===== config.mk =====
export PLATFORM = sky130hd
export DESIGN_NAME = twsp_timer
export DESIGN_NICKNAME = d
export VERILOG_FILES = /design/src/twsp_pkg.sv /design/src/twsp_prescaler.sv /design/src/twsp_timer.sv
export VERILOG_INCLUDE_DIRS = /design/src
export SDC_FILE = /design/constraint.sdc
export NUM_CORES = 1
export LEC_CHECK = 0
export BUFFER_PORTS_ARGS = -buffer_cell sky130_fd_sc_hd__clkbuf_2
export CORE_MARGIN = 3
export CORE_UTILIZATION = 53
export CTS_CLUSTER_SIZE = 30
export DETAILED_ROUTE_END_ITERATION = 8
export PLACE_DENSITY = 0.85
export SLEW_MARGIN = 0
export SYNTH_ARGS = -nofsm -noshare
export SYNTH_HDL_FRONTEND = slang
export SYNTH_SLANG_ARGS = --single-unit

===== constraint.sdc =====
create_clock -name sys_clk -period 4.2 [get_ports sys_clk]
set_clock_uncertainty 0.1 [all_clocks]
set_input_delay 0.42 -clock sys_clk [delete_from_list [all_inputs] [get_ports sys_clk]]
set_output_delay 0.42 -clock sys_clk [all_outputs]
set_load 0.01 [all_outputs]

===== src/twsp_defines.svh =====
`ifndef TWSP_DEFINES_SVH
`define TWSP_DEFINES_SVH

// file address of the timer count register on the core's register port
`define TWSP_TMR_ADDR 5'h01
// option configuration field positions
`define TWSP_CS_BIT 5
`define TWSP_SE_BIT 4
`define TWSP_PSA_BIT 3
`define TWSP_RATE_MSB 2
`define TWSP_RATE_LSB 0
// the shared count port pin within the direction register
`define TWSP_PORT_PIN 2
// reset values
`define TWSP_OPT_RST 8'hFF
`define TWSP_DIR_RST 6'h3F
`define TWSP_TMR_RST 8'h00
`define TWSP_PSC_RST 8'h00
`define TWSP_PHASE_RST 2'h0
`define TWSP_INHIBIT_RST 2'h0
// edge-corrected pin level at reset: low pin seen through the falling-edge default
`define TWSP_LVL_RST 1'b1
// instruction cycles with increments held off after a timer write
`define TWSP_INHIBIT_CYC 2'h2
// last oscillator phase of an instruction cycle, and the two sampling phases
`define TWSP_PHASE_LAST 2'h3
`define TWSP_PHASE_TWO 2'h1
`define TWSP_PHASE_FOUR 2'h3

`endif


===== src/twsp_pkg.sv =====
package twsp_pkg;
    // one oscillator period of the four that make an instruction cycle
    typedef logic [1:0] twsp_phase_t;
    typedef logic [7:0] twsp_byte_t;
    typedef logic [2:0] twsp_rate_t;
    // where the prescaler currently sits
    typedef enum logic {twsp_to_timer, twsp_to_watchdog} twsp_assign_e;
endpackage


===== src/twsp_prescaler.sv =====
`timescale 1ns/100ps
`include "twsp_defines.svh"

module twsp_prescaler
(
    input wire logic sys_clk,
    input wire logic srst,
    input wire logic clear_pulse,
    input wire logic count_evt,
    input wire twsp_pkg::twsp_assign_e assign_sel,
    input wire twsp_pkg::twsp_rate_t prescale_rate,
    output logic timer_out,
    output logic watchdog_timeout
);
    twsp_pkg::twsp_byte_t count_q;
    twsp_pkg::twsp_byte_t count_d;
    twsp_pkg::twsp_byte_t wdt_mask;
    logic wdt_wrap;

    // low-bit mask for the watchdog ratio 1:2^rate
    function automatic twsp_pkg::twsp_byte_t rate_mask(input twsp_pkg::twsp_rate_t rate);
        rate_mask = twsp_pkg::twsp_byte_t'((9'h001 << rate) - 9'h001);
    endfunction

    // counter advances on each event; clear has priority, software never sees it
    assign count_d = clear_pulse ? `TWSP_PSC_RST :
                     count_evt ? twsp_pkg::twsp_byte_t'(count_q + 8'h01) : count_q;
    // timer ratio 1:2^(rate+1) is the rate bit of the counter, a symmetric square wave
    assign timer_out = (assign_sel == twsp_pkg::twsp_to_timer) && count_q[prescale_rate];
    // watchdog postscale 1:2^rate: fires when the selected low bits wrap
    assign wdt_mask = rate_mask(prescale_rate);
    assign wdt_wrap = (count_q & wdt_mask) == wdt_mask;
    assign watchdog_timeout = (assign_sel == twsp_pkg::twsp_to_watchdog) && count_evt && wdt_wrap
                              && !clear_pulse;

    // the single 8-bit prescaler, zero on every reset
    always_ff @(posedge sys_clk)
    begin
        if (srst)
            count_q <= `TWSP_PSC_RST;
        else
            count_q <= count_d;
    end
endmodule


===== src/twsp_timer.sv =====
`timescale 1ns/100ps
`include "twsp_defines.svh"

// Contract
// timer mode counts every instruction cycle
// timer write holds off two cycles' increments
// counter mode counts pin edges, edge selectable
// prescaler serves timer or watchdog, not both
// 8-bit prescaler, ratio from three rate bits
// timer write clears prescaler when timer-assigned
// clear watchdog clears prescaler when watchdog-assigned
// prescaler hidden from software, reset to zero
// sample prescaler output on phases two, four
// external clock divided before synchronisation; the code synchronises the pin first, then the prescaler divides it
// increment 3 to 7 oscillator periods later
// counter mode forces shared pin to input
// timer count is 8-bit read write
// software sequence timer to watchdog reassignment
// clear watchdog before watchdog to timer move
// clear watchdog then write option configuration
// rate decode timer 1:2-1:256, watchdog 1:1-1:128
// timer wraps to zero, no flag
module twsp_timer
(
    input wire logic sys_clk,
    input wire logic srst,
    input wire logic [4:0] reg_addr,
    input wire logic reg_wr_en,
    input wire twsp_pkg::twsp_byte_t reg_wr_data,
    output twsp_pkg::twsp_byte_t reg_rd_data,
    input wire logic option_wr_en,
    input wire twsp_pkg::twsp_byte_t option_wr_data,
    input wire logic dir_wr_en,
    input wire logic [5:0] dir_wr_data,
    input wire logic clear_watchdog_cmd,
    input wire logic watchdog_tick,
    input wire logic ext_count_pin,
    output twsp_pkg::twsp_byte_t timer_count,
    output twsp_pkg::twsp_byte_t option_config,
    output logic [5:0] pin_direction,
    output logic [5:0] pin_input_en,
    output twsp_pkg::twsp_phase_t osc_phase,
    output logic instr_cycle_end,
    output logic watchdog_timeout
);
    twsp_pkg::twsp_phase_t phase_q;
    twsp_pkg::twsp_byte_t timer_q;
    twsp_pkg::twsp_byte_t timer_d;
    twsp_pkg::twsp_byte_t option_q;
    logic [5:0] dir_q;
    logic [1:0] inhibit_q;
    logic [1:0] inhibit_d;
    logic pin_meta_q;
    logic pin_sync_q;
    logic pin_lvl_q;
    logic smp_q;
    logic smp_prev_q;
    logic phase_four;
    logic sample_now;
    logic clock_source_select;
    logic source_edge_select;
    twsp_pkg::twsp_assign_e prescaler_assign;
    twsp_pkg::twsp_rate_t prescale_rate;
    logic timer_wr;
    logic pin_lvl;
    logic pin_rise;
    logic psc_evt;
    logic psc_clear;
    logic psc_timer_out;
    logic src_lvl;
    logic smp_rise;
    logic inc_req;
    logic inc_ok;

    // advances an 8-bit count by one, wrapping to zero
    function automatic twsp_pkg::twsp_byte_t bump(input twsp_pkg::twsp_byte_t v);
        bump = twsp_pkg::twsp_byte_t'(v + 8'h01);
    endfunction

    // option configuration fields
    assign clock_source_select = option_q[`TWSP_CS_BIT];
    assign source_edge_select = option_q[`TWSP_SE_BIT];
    assign prescaler_assign = option_q[`TWSP_PSA_BIT] ? twsp_pkg::twsp_to_watchdog
                                                      : twsp_pkg::twsp_to_timer;
    assign prescale_rate = option_q[`TWSP_RATE_MSB:`TWSP_RATE_LSB];

    // instruction cycle timing: writes land at phase four, the end of a cycle
    assign phase_four = phase_q == `TWSP_PHASE_FOUR;
    assign sample_now = (phase_q == `TWSP_PHASE_TWO) || phase_four;
    assign timer_wr = reg_wr_en && (reg_addr == `TWSP_TMR_ADDR);

    // oscillator phase counter, one step per oscillator period
    always_ff @(posedge sys_clk)
    begin
        if (srst)
            phase_q <= `TWSP_PHASE_RST;
        else
            phase_q <= (phase_q == `TWSP_PHASE_LAST) ? 2'h0 : twsp_pkg::twsp_phase_t'(phase_q + 2'h1);
    end

    // two-stage synchroniser on the count pin, then the edge-corrected level
    always_ff @(posedge sys_clk)
    begin
        if (srst)
        begin
            pin_meta_q <= 1'b0;
            pin_sync_q <= 1'b0;
            // matches the level seen after reset, so no false edge follows it
            pin_lvl_q <= `TWSP_LVL_RST;
        end
        else
        begin
            pin_meta_q <= ext_count_pin;
            pin_sync_q <= pin_meta_q;
            pin_lvl_q <= pin_lvl;
        end
    end

    // falling edges are counted by inverting the pin level first
    assign pin_lvl = pin_sync_q ^ source_edge_select;
    assign pin_rise = pin_lvl && !pin_lvl_q;

    // prescaler input: watchdog ticks, pin edges, or instruction cycles
    assign psc_evt = (prescaler_assign == twsp_pkg::twsp_to_watchdog) ? watchdog_tick :
                     clock_source_select ? pin_rise : phase_four;
    // prescaler clear on timer write or clear watchdog, per assignment
    assign psc_clear = ((prescaler_assign == twsp_pkg::twsp_to_timer) && timer_wr)
                       || ((prescaler_assign == twsp_pkg::twsp_to_watchdog) && clear_watchdog_cmd);

    twsp_prescaler u_prescaler
    (
        .sys_clk(sys_clk),
        .srst(srst),
        .clear_pulse(psc_clear),
        .count_evt(psc_evt),
        .assign_sel(prescaler_assign),
        .prescale_rate(prescale_rate),
        .timer_out(psc_timer_out),
        .watchdog_timeout(watchdog_timeout)
    );

    // level fed to the phase sampler: prescaler output, or the synchronised edge-corrected pin level
    assign src_lvl = (prescaler_assign == twsp_pkg::twsp_to_timer) ? psc_timer_out : pin_lvl;

    // sample on phases two and four; a rise of the sample is one count
    always_ff @(posedge sys_clk)
    begin
        if (srst)
        begin
            smp_q <= `TWSP_LVL_RST; // idle level of the reset source, no count after reset
            smp_prev_q <= `TWSP_LVL_RST;
        end
        else
        begin
            if (sample_now)
                smp_q <= src_lvl;
            smp_prev_q <= smp_q;
        end
    end
    assign smp_rise = smp_q && !smp_prev_q;

    // timer mode without prescaler counts each instruction cycle, else sampled rises
    assign inc_req = (!clock_source_select && (prescaler_assign == twsp_pkg::twsp_to_watchdog))
                     ? phase_four : smp_rise;
    // increments are held off while the post-write window runs
    assign inc_ok = inc_req && (inhibit_q == 2'h0);

    // write wins over increment; the count wraps with no flag
    assign timer_d = timer_wr ? reg_wr_data : inc_ok ? bump(timer_q) : timer_q;

    // post-write window counts down at each instruction cycle end
    assign inhibit_d = timer_wr ? `TWSP_INHIBIT_CYC :
                       (phase_four && (inhibit_q != 2'h0)) ? 2'(inhibit_q - 2'h1) : inhibit_q;

    // timer count and inhibit window
    always_ff @(posedge sys_clk)
    begin
        if (srst)
        begin
            timer_q <= `TWSP_TMR_RST;
            inhibit_q <= `TWSP_INHIBIT_RST;
        end
        else
        begin
            timer_q <= timer_d;
            inhibit_q <= inhibit_d;
        end
    end

    // option and direction registers, written by their own instructions
    always_ff @(posedge sys_clk)
    begin
        if (srst)
        begin
            option_q <= `TWSP_OPT_RST;
            dir_q <= `TWSP_DIR_RST;
        end
        else
        begin
            if (option_wr_en)
                option_q <= option_wr_data;
            if (dir_wr_en)
                dir_q <= dir_wr_data;
        end
    end

    // counter mode turns the shared count port pin into an input
    always_comb
    begin
        pin_input_en = dir_q;
        if (clock_source_select)
            pin_input_en[`TWSP_PORT_PIN] = 1'b1;
    end

    // read port shows the live count at its address, zero elsewhere
    assign reg_rd_data = (reg_addr == `TWSP_TMR_ADDR) ? timer_q : 8'h00;
    assign timer_count = timer_q;
    assign option_config = option_q;
    assign pin_direction = dir_q;
    assign osc_phase = phase_q;
    assign instr_cycle_end = phase_four;
endmodule


==> impl_metrics.yaml, run 1 <==
logic_synthesis:
  seq_area_frac_synth: 0.376
  synth_xor_area_frac: 0.0169
  muxShareOfSynthArea: 0.0362
  synth_seq_cells: 39
  ys.flop_type: "dfxtp_1"
  synth_compound_area_frac: 0.188
  synth_most_common_cell: "dfxtp_1"
  synth_nets: 279
  yosys.area_share.simple: 0.282
  avgSynthCellArea_um2: 8.72
  synth_fa_ha_area_frac: 0.0362
  synthCells: 238
  yosys.cell_types.count: 40
  netlist_area_um2: 2070
  synth_top_family_by_area: "simple AND/OR/NAND/NOR gates"
  yosys.area.top_type_share: 0.376
  synth_warnings: 0
  yosysTopAreaCell: "dfxtp_1"
  synthTopCellsByCount: "dfxtp_1, nor2b_1, a211o_1, nor2_1"
  synth-edff-count: 0
  async_flop_share: 0
  synthTopCellsByArea: "dfxtp_1, nor2b_1, a211o_1"
grt:
  gr-total-overflow: 0
  grt_pass1_wl_mm: 6.73
  grt_util_all_layers: 0.185
  grt_max_degree: 33
  antenna_found_initial: 0
  grt_pass1_vias: 1547
critical_path:
  path_max_fanout: 13
  critPathArrivalTime_ps: 2100
  worst-setup-path-type: "reg -> out"
  critPathLaunchType: "flop"
  cp.required_ps: 3680
  crit_path_end_kind: "output pin"
run:
  drv_cap: 0
clock_network:
  cts.sinks: 39
  cts_setup_buffers: 0
  clockBufferDepth: 2
  clkTransAtPathRegs_ps: 70
  clock_latency_ps: 280
  ctsResizeCount: 0
  h-tree-depth: 2
  cts_root_buf: "clkbuf_8"
  cts-buffers-inserted: 5
  cts_tree: "done"
  cts_hold_buf: 0
power:
  power_frac_comb: 0.140
  p_switching_mw: 0.197
  vdd_drop_max_uv: 274
  share_seq_of_total_power: 0.518
  clockPowerShare: 0.342
  power_density_nw_per_um2: 316
  switching_share: 0.249
  intPower_mw: 0.594
  p_leak_nw: 1.05
timing:
  setup_viol_count_final: 0
  worst_pin_slew_ps: 685
  slew_headroom: 0.530
  hold_ws_ps: 242
  min_period_ps: 2620
  period_share: 0.625
  fmax_mhz: 381
  final_hold_viol_count: 0
  slew_violations: 0
  setup_tns_ps: 0
  rsz0062_at_grt: "no"
final_layout:
  n_fill_cell: 326
  multi_input_area_um2: 1160
  nNetsFinal: 342
  n_antenna_cell: 0
  syn2layout_area_growth_pct: 20.6
  drive_gt1_frac: 0.301
  ff_latch_area_um2: 781
floorplanning:
  coreArea_um2: 3720
  start_util: 0.558
  fp.dieArea_um2: 4700
  die_x_um: 68.6
  io_pins: 75
  die_y_um: 68.6
  rows: 22
placement:
  routabilityCongestion: 0.770
  port_buffers: 74
  dpl.hpwl_mm: 3.24
routing:
  dr.pass1.iters: 4
  ant_nets: 0
  num_vias: 1946
  vias_per_cell: 5.56
  drt-initial-drc-count: 138
  route.detailed.drc: 0
  routedWlPerCell_um: 12.5
  routed_wl_mm: 4.38
hold_path:
  holdCritPathClass: "in -> reg"
status:
  status: "finished clean"
==> cell type report <==
cell class,count,share of cell area
Clock buffer,8,0.0400
Inverter,6,0.00900
Multi-Input combinational cell,174,0.464
Sequential cell,39,0.312
Tap cell,48,0.0240
Timing Repair Buffer,75,0.151
==> power groups by stage <==
| stage | combinational (mW) | clock, mW | sequential [mW] |
|---|---|---|---|
| finish | 0.111 | 0.271 | 0.410 |
| global route | 0.125 | 0.293 | 0.413 |
| CTS | 0.112 | 0.278 | 0.410 |
| detailed placement | 0.111 | 0 | 0.418 |
| global placement | 0.109 | 0 | 0.417 |
| floorplan | 0.0740 | 0 | 0.416 |
==> final timing paths <==
kind                                        from                     end  slack, ps  cells after the start
worst max register to register      osc_phase[0]  u_prescaler.count_q[7]       2180                      6
worst max-delay path            option_config[1]        watchdog_timeout       1580                      7
worst min register to register        pin_meta_q              pin_sync_q        350                      1
worst min-delay path              dir_wr_data[4]        pin_direction[4]        240                      2
==> sequential cells by signal (all words and copies together) (netlist names), 2 cells and up <==
register             flops
pin_direction            6
u_prescaler.count_q      8
inhibit_q                2
timer_count              8
osc_phase                2
option_config            8
==> cell usage in the layout, fill, tap and decap left out, types with 2 or more instances in the layout <==
cell type and count:
nand4_1 4, and4_1 2, o21ai_0 13, mux2i_1 3
or2_2 4, dfxtp_1 39, a311oi_1 6, nor4_1 3
nor3_1 5, xor2_1 2, a211o_1 14, nand2_1 13
clkbuf_8 7, o31ai_1 3, a21oi_1 10, nand2b_1 2
or3_1 9, xnor2_1 2, mux2_2 2, or4_1 3
nand3_1 3, ha_1 6, nor3b_1 6, o211ai_1 2
nor2_1 14, clkbuf_2 74, nor2b_1 21, and2_1 10
a211oi_1 4, inv_1 6
==> logic make-up (layout without fill, tap and decap cells) <==
kind of cell    Yosys count  count (layout)
simple gates            102             102
compound gates           56              56
flops                    39              39
buf+inv                  25              89
fa+ha+maj                 6               6
mux                       6               6
xor+xnor                  4               4
==> metal layers <==
| layer | part of all wire | GRT usage | wire length, µm |
|---|---|---|---|
| met2 | 0.47 | 0.298 | 2040 |
| met5 | 0 | 0 | 0 |
| met3 | 0.090 | 0.0454 | 396 |
| met1 | 0.43 | 0.244 | 1900 |
| met4 | 0.010 | 0.0571 | 44 |
==> critical path: stages (launching register included) <==
cell and delay, ps:
dfxtp_1 420, or3_1 420, ha_1 300, o211ai_1 90, nor2_1 120, o211ai_1 90
a211oi_1 220, clkbuf_2 170
==> through the flow <==
step                       util  area [µm²]  power (mW)  setup slack, ps  instances
final                     0.673        2500       0.791             1580        350
after global routing      0.673        2500       0.831             1410        350
after CTS                 0.673        2500       0.800             1540        350
after detailed placement  0.646        2400       0.530             1850        342
after global placement    0.646        2400       0.526             1930        342
after floorplan               -        2070       0.490             1890        238
Power figures use the tool's default switching activity.
==> inputs of run 2 (changes only) <==
--- a/config.mk
+++ b/config.mk
@@ -8,10 +8,10 @@
 export LEC_CHECK = 0
 export BUFFER_PORTS_ARGS = -buffer_cell sky130_fd_sc_hd__clkbuf_2
 export CORE_MARGIN = 3
-export CORE_UTILIZATION = 53
+export CORE_UTILIZATION = 45
 export CTS_CLUSTER_SIZE = 30
 export DETAILED_ROUTE_END_ITERATION = 8
-export PLACE_DENSITY = 0.85
+export PLACE_DENSITY = 0.76
 export SLEW_MARGIN = 0
 export SYNTH_ARGS = -nofsm -noshare
 export SYNTH_HDL_FRONTEND = slang
==> constraint.sdc (replaced) <==
create_clock -name sys_clk -period 2.2 [get_ports sys_clk]
set_clock_uncertainty 0.1 [all_clocks]
set_input_delay 0.22 -clock sys_clk [delete_from_list [all_inputs] [get_ports sys_clk]]
set_output_delay 0.22 -clock sys_clk [all_outputs]
set_load 0.01 [all_outputs]
==> run 2 against run 1 <==
Effect of this change:
- worst setup slack lost 1600 ps
- final cell count grew 3.4%
- non-clock buffer count grew 8
- routed wire length rose by 1.0%
- first-iteration DRC count shrank 52%
- global-route usage is 1.9 points lower
- combinational power grew 110%
- largest cell class unchanged
- sequential power rose by 89%
- worst hold slack worse by 210 ps
- the flow now finishes with violations (setup timing)
- critical path type unchanged
- utilization fell by 8.3 points
- register-to-register slack worse by 1900 ps
- critical endpoint unchanged
- sequential share of layout area shrank 1.3 points
==> impl_metrics.yaml, run 2 (synthesized netlist as in run 1, its figures left out) <==
floorplanning:
  start_util: 0.470
  die_x_um: 73.9
  coreArea_um2: 4410
  rows: 24
  die_y_um: 73.9
  io_pins: 75
  fp.dieArea_um2: 5460
critical_path:
  critPathArrivalTime_ps: 1920
  worst-setup-path-type: "reg -> out"
  path_max_fanout: 2
  cp.required_ps: 1880
  critPathLaunchType: "flop"
  crit_path_end_kind: "output pin"
routing:
  routed_wl_mm: 4.43
  route.detailed.drc: 0
  drt-initial-drc-count: 66
  ant_nets: 0
  routedWlPerCell_um: 12.2
  vias_per_cell: 5.33
  num_vias: 1930
  dr.pass1.iters: 4
grt:
  grt_pass1_wl_mm: 7.25
  grt_max_degree: 22
  grtUsageMet2: 0.262
  met1_usage: 0.225
  met3_usage: 0.0369
  grt.busiest_layer: "met2"
  grt_pass1_vias: 1644
  antenna_found_initial: 0
  gr-total-overflow: 0
  grt_util_all_layers: 0.166
timing:
  slew_violations: 0
  hold_ws_ps: 36.5
  fmax_mhz: 446
  final_hold_viol_count: 0
  finalWorstSetupSlack_ps: -43.0
  setup_viol_count_final: 1
  rsz0062_at_grt: "yes"
  worst_pin_slew_ps: 579
  period_share: 1.02
  slew_headroom: 0.611
  min_period_ps: 2240
clock_network:
  cts_hold_buf: 0
  h-tree-depth: 2
  cts_tree: "done"
  clock_latency_ps: 280
  cts-buffers-inserted: 5
  clockBufferDepth: 2
  clkTransAtPathRegs_ps: 70
  cts.sinks: 39
  cts_root_buf: "clkbuf_8"
status:
  violations: "setup timing"
  status: "finished, violations left"
final_layout:
  syn2layout_area_growth_pct: 25.7
  design_area_um2: 2610
  drive_gt1_frac: 0.332
  final_common_cell: "clkbuf_2"
  final_cell_mix: "clkbuf_2, dfxtp_1, nor2b_1"
  n_antenna_cell: 0
  nNetsFinal: 350
  final_cells: 362
placement:
  place_area_um2: 2460
  port_buffers: 74
  dp_cells: 353
  routabilityCongestion: 0.753
  dpl.hpwl_mm: 3.38
power:
  power_density_nw_per_um2: 617
  p_leak_nw: 1.09
  vdd_drop_max_uv: 371
hold_path:
  holdCritPathClass: "in -> reg"
run:
  drv_cap: 0
run 2: routing by layer:
layer	share of wire	vias to the layer above
met5	0	-
met2	0.47	60
met1	0.47	865
li1	-	999
met4	0.0081	0
met3	0.055	6
run 2: area by class of cell:
cell class / instances / area, µm²
sequential: 39 / 781
tap: 52 / 65.1
fill: 405 / 1810
clock inverter: 2 / 35.0
clock buffer: 6 / 82.6
inverter: 6 / 22.5
timing repair buffer: 83 / 438
multi-input combinational: 174 / 1180
run 2: timing repair:
action	in CTS	in global routing
endpoints found under the setup margin	1	1
buffers inserted	0	1
gates resized for setup	2	2
pin swaps	1	3
run 2: final timing paths:
kind,to,cells after the start,slack [ps],start
setup reg to reg,timer_count[2],5,300,osc_phase[0]
hold / removal,option_config[7],2,40,option_wr_data[7]
setup / recovery,watchdog_timeout,7,-40,option_config[2]
hold reg to reg,pin_sync_q,1,360,pin_meta_q
run 2: where the power goes:
group          switching [mW]  leakage [nW]  internal (mW)
clock                   0.238        0.0612          0.367
combinational           0.117         0.714          0.115
sequential             0.0305         0.320          0.742
run 2: critical path, cell delays in order, from the launching register on:
cell and delay (ps):
dfxtp_1 310, or3_4 400, ha_4 260, o211ai_1 70
nor2_1 120, o211ai_1 100, a211oi_2 210, buf_2 160
run 2: stage by stage:
stage	total power [mW]	setup slack [ps]	TNS (ps)	utilization
after floorplan	0.936	91.3	0	-
after global routing	1.70	-189	-189	0.591
after CTS	1.63	-29.7	-29.7	0.588
after global placement	1.02	209	0	0.557
after detailed placement	1.02	220	0	0.557
final	1.61	-43.0	-43.0	0.591
==> inputs of run 3 (changes only) <==
--- a/config.mk
+++ b/config.mk
@@ -7,11 +7,13 @@
 export NUM_CORES = 1
 export LEC_CHECK = 0
 export BUFFER_PORTS_ARGS = -buffer_cell sky130_fd_sc_hd__clkbuf_2
+export CELL_PAD_IN_SITES_DETAIL_PLACEMENT = 0
+export CELL_PAD_IN_SITES_GLOBAL_PLACEMENT = 2
 export CORE_MARGIN = 3
-export CORE_UTILIZATION = 45
+export CORE_UTILIZATION = 25
 export CTS_CLUSTER_SIZE = 30
 export DETAILED_ROUTE_END_ITERATION = 8
-export PLACE_DENSITY = 0.76
+export PLACE_DENSITY = 0.79
 export SLEW_MARGIN = 0
 export SYNTH_ARGS = -nofsm -noshare
 export SYNTH_HDL_FRONTEND = slang
==> run 3 against run 2 <==
Effect of this change:
- the flow now finishes without violations
- total power down 9.1%
- die area up 73%
- utilization down 26 points
- critical endpoint unchanged
- largest cell class unchanged
- largest power group unchanged
==> impl_metrics.yaml, run 3 (synthesized netlist as in run 1, its figures left out) <==
critical_path:
  crit_chain: "or3_4 > ha_4 > o211ai_1 > nor2_1 > o211ai_1 > a211oi_2 > buf_2"
  reg2reg_slack_ps: 250
  worst-setup-path-type: "reg -> out"
  path_max_fanout: 2
  cp_num_buf_inv: 1
  cpMostUsedCell: "o211ai_1"
  cp.required_ps: 1880
  crit_path_end_kind: "output pin"
  max_stage_delay_ps: 410
  critical-path-slowest-cell: "or3_4"
  critPathLaunchType: "flop"
  rr_worst_depth: 6
  worstReg2RegStart: "osc_phase[0]"
  critPathArrivalTime_ps: 1870
  regToRegEndpoint: "u_prescaler.count_q[7]"
  critical-path-top-delay-family: "simple AND/OR/NAND/NOR gates"
clock_network:
  cts_root_buf: "clkbuf_8"
  clockBufferDepth: 2
  cts_hold_buf: 0
  cts-buffers-inserted: 5
  h-tree-depth: 2
  clock_latency_ps: 290
  cts.sinks: 39
  clkTransAtPathRegs_ps: 70
  cts_tree: "done"
timing:
  hold_ws_ps: 38.8
  slew_violations: 0
  min_period_ps: 2190
  final_hold_viol_count: 0
  setup_viol_count_final: 0
  worst_pin_slew_ps: 719
  period_share: 0.995
  fmax_mhz: 457
  slew_headroom: 0.507
  rsz0062_at_grt: "yes"
final_layout:
  final_cell_mix: "clkbuf_2, dfxtp_1, nor2b_1"
  n_fill_cell: 835
  final_common_cell: "clkbuf_2"
  design_area_um2: 2630
  multi_input_area_um2: 1180
  ff_latch_area_um2: 781
  syn2layout_area_growth_pct: 26.9
  drive_gt1_frac: 0.327
  nNetsFinal: 351
  n_antenna_cell: 0
floorplanning:
  coreArea_um2: 7890
  rows: 32
  io_pins: 75
  die_y_um: 97.1
  fp.dieArea_um2: 9430
  die_x_um: 97.1
  start_util: 0.263
routing:
  route.detailed.drc: 0
  vias_per_cell: 4.65
  ant_nets: 0
  num_vias: 1912
  routedWlPerCell_um: 13.0
  routed_wl_mm: 5.34
  dr.pass1.iters: 4
  drt-initial-drc-count: 39
run:
  drv_cap: 0
power:
  power_frac_comb: 0.164
  p_leak_nw: 1.08
  power_density_nw_per_um2: 556
  power.total_mw: 1.46
  clockPowerShare: 0.308
  p_switching_mw: 0.392
  vdd_drop_max_uv: 262
  switching_share: 0.268
  intPower_mw: 1.07
  share_seq_of_total_power: 0.528
grt:
  antenna_found_initial: 0
  grt_pass1_wl_mm: 8.64
  grt_max_degree: 18
  grt_pass1_vias: 1822
  grt_util_all_layers: 0.110
  gr-total-overflow: 0
hold_path:
  min-delay-start: "dir_wr_data[0]"
  holdCritPathClass: "in -> reg"
  min_to: "pin_direction[0]"
  whs_path_depth: 2
status:
  status: "finished clean"
placement:
  port_buffers: 74
  place_area_um2: 2530
  dpl.hpwl_mm: 3.96
  routabilityCongestion: 0.756
==> run 3: cell types whose count changed in the layout (fill, tap and decap cells not counted), sizes merged <==
| cell | delta |
|---|---|
| clkinv | -1 |
| bufinv | -1 |
| buf | +1 |
==> run 3: timing repair <==
action	in CTS	in global routing
gates resized for setup	3	1
setup buffers	1	0
endpoints found under the setup margin	1	1
pin swaps	3	1
gates cloned	0	0
==> run 3: how the worst max path moves through the flow <==
stage | cells after the start | startpoint | endpoint
floorplan | 7 | option_config[1] | watchdog_timeout
global route | 7 | option_config[2] | watchdog_timeout
detailed placement | 7 | option_config[0] | watchdog_timeout
finish | 7 | option_config[2] | watchdog_timeout
global placement | 7 | option_config[0] | watchdog_timeout
CTS | 7 | option_config[2] | watchdog_timeout
==> run 3: layout make-up <==
class / count / area share
timing repair buffer: 84 / 0.169
inverter: 6 / 0.00856
sequential: 39 / 0.297
multi-input combinational: 174 / 0.450
clock buffer: 6 / 0.0276
tap: 102 / 0.0485
==> run 3: per-layer routing <==
metal | routed length (µm) | GRT usage | up-vias
li1 | - | - | 999
met1 | 2610 | 0.139 | 859
met2 | 2360 | 0.176 | 48
met3 | 288 | 0.0352 | 6
met4 | 85 | 0.0410 | 0
met5 | 0 | 0 | -
==> run 3: metrics by stage <==
| step | cells | utilization | setup TNS [ps] | setup slack [ps] |
|---|---|---|---|---|
| CTS | 411 | 0.334 | -31.0 | -31.0 |
| floorplan | 238 | - | 0 | 91.3 |
| global route | 411 | 0.334 | -64.3 | -64.3 |
| detailed placement | 404 | 0.321 | 0 | 183 |
| global placement | 404 | 0.321 | 0 | 185 |
| finish | 411 | 0.334 | 0 | 11.8 |
==> run 3: power by group through the flow <==
stage | Combinational, mW | Sequential (mW) | Clock (mW)
2_1_floorplan | 0.141 | 0.795 | 0
3_3_place_gp | 0.238 | 0.788 | 0
3_5_place_dp | 0.241 | 0.789 | 0
4_1_cts | 0.244 | 0.773 | 0.471
5_1_grt | 0.271 | 0.778 | 0.494
6_report | 0.240 | 0.772 | 0.450
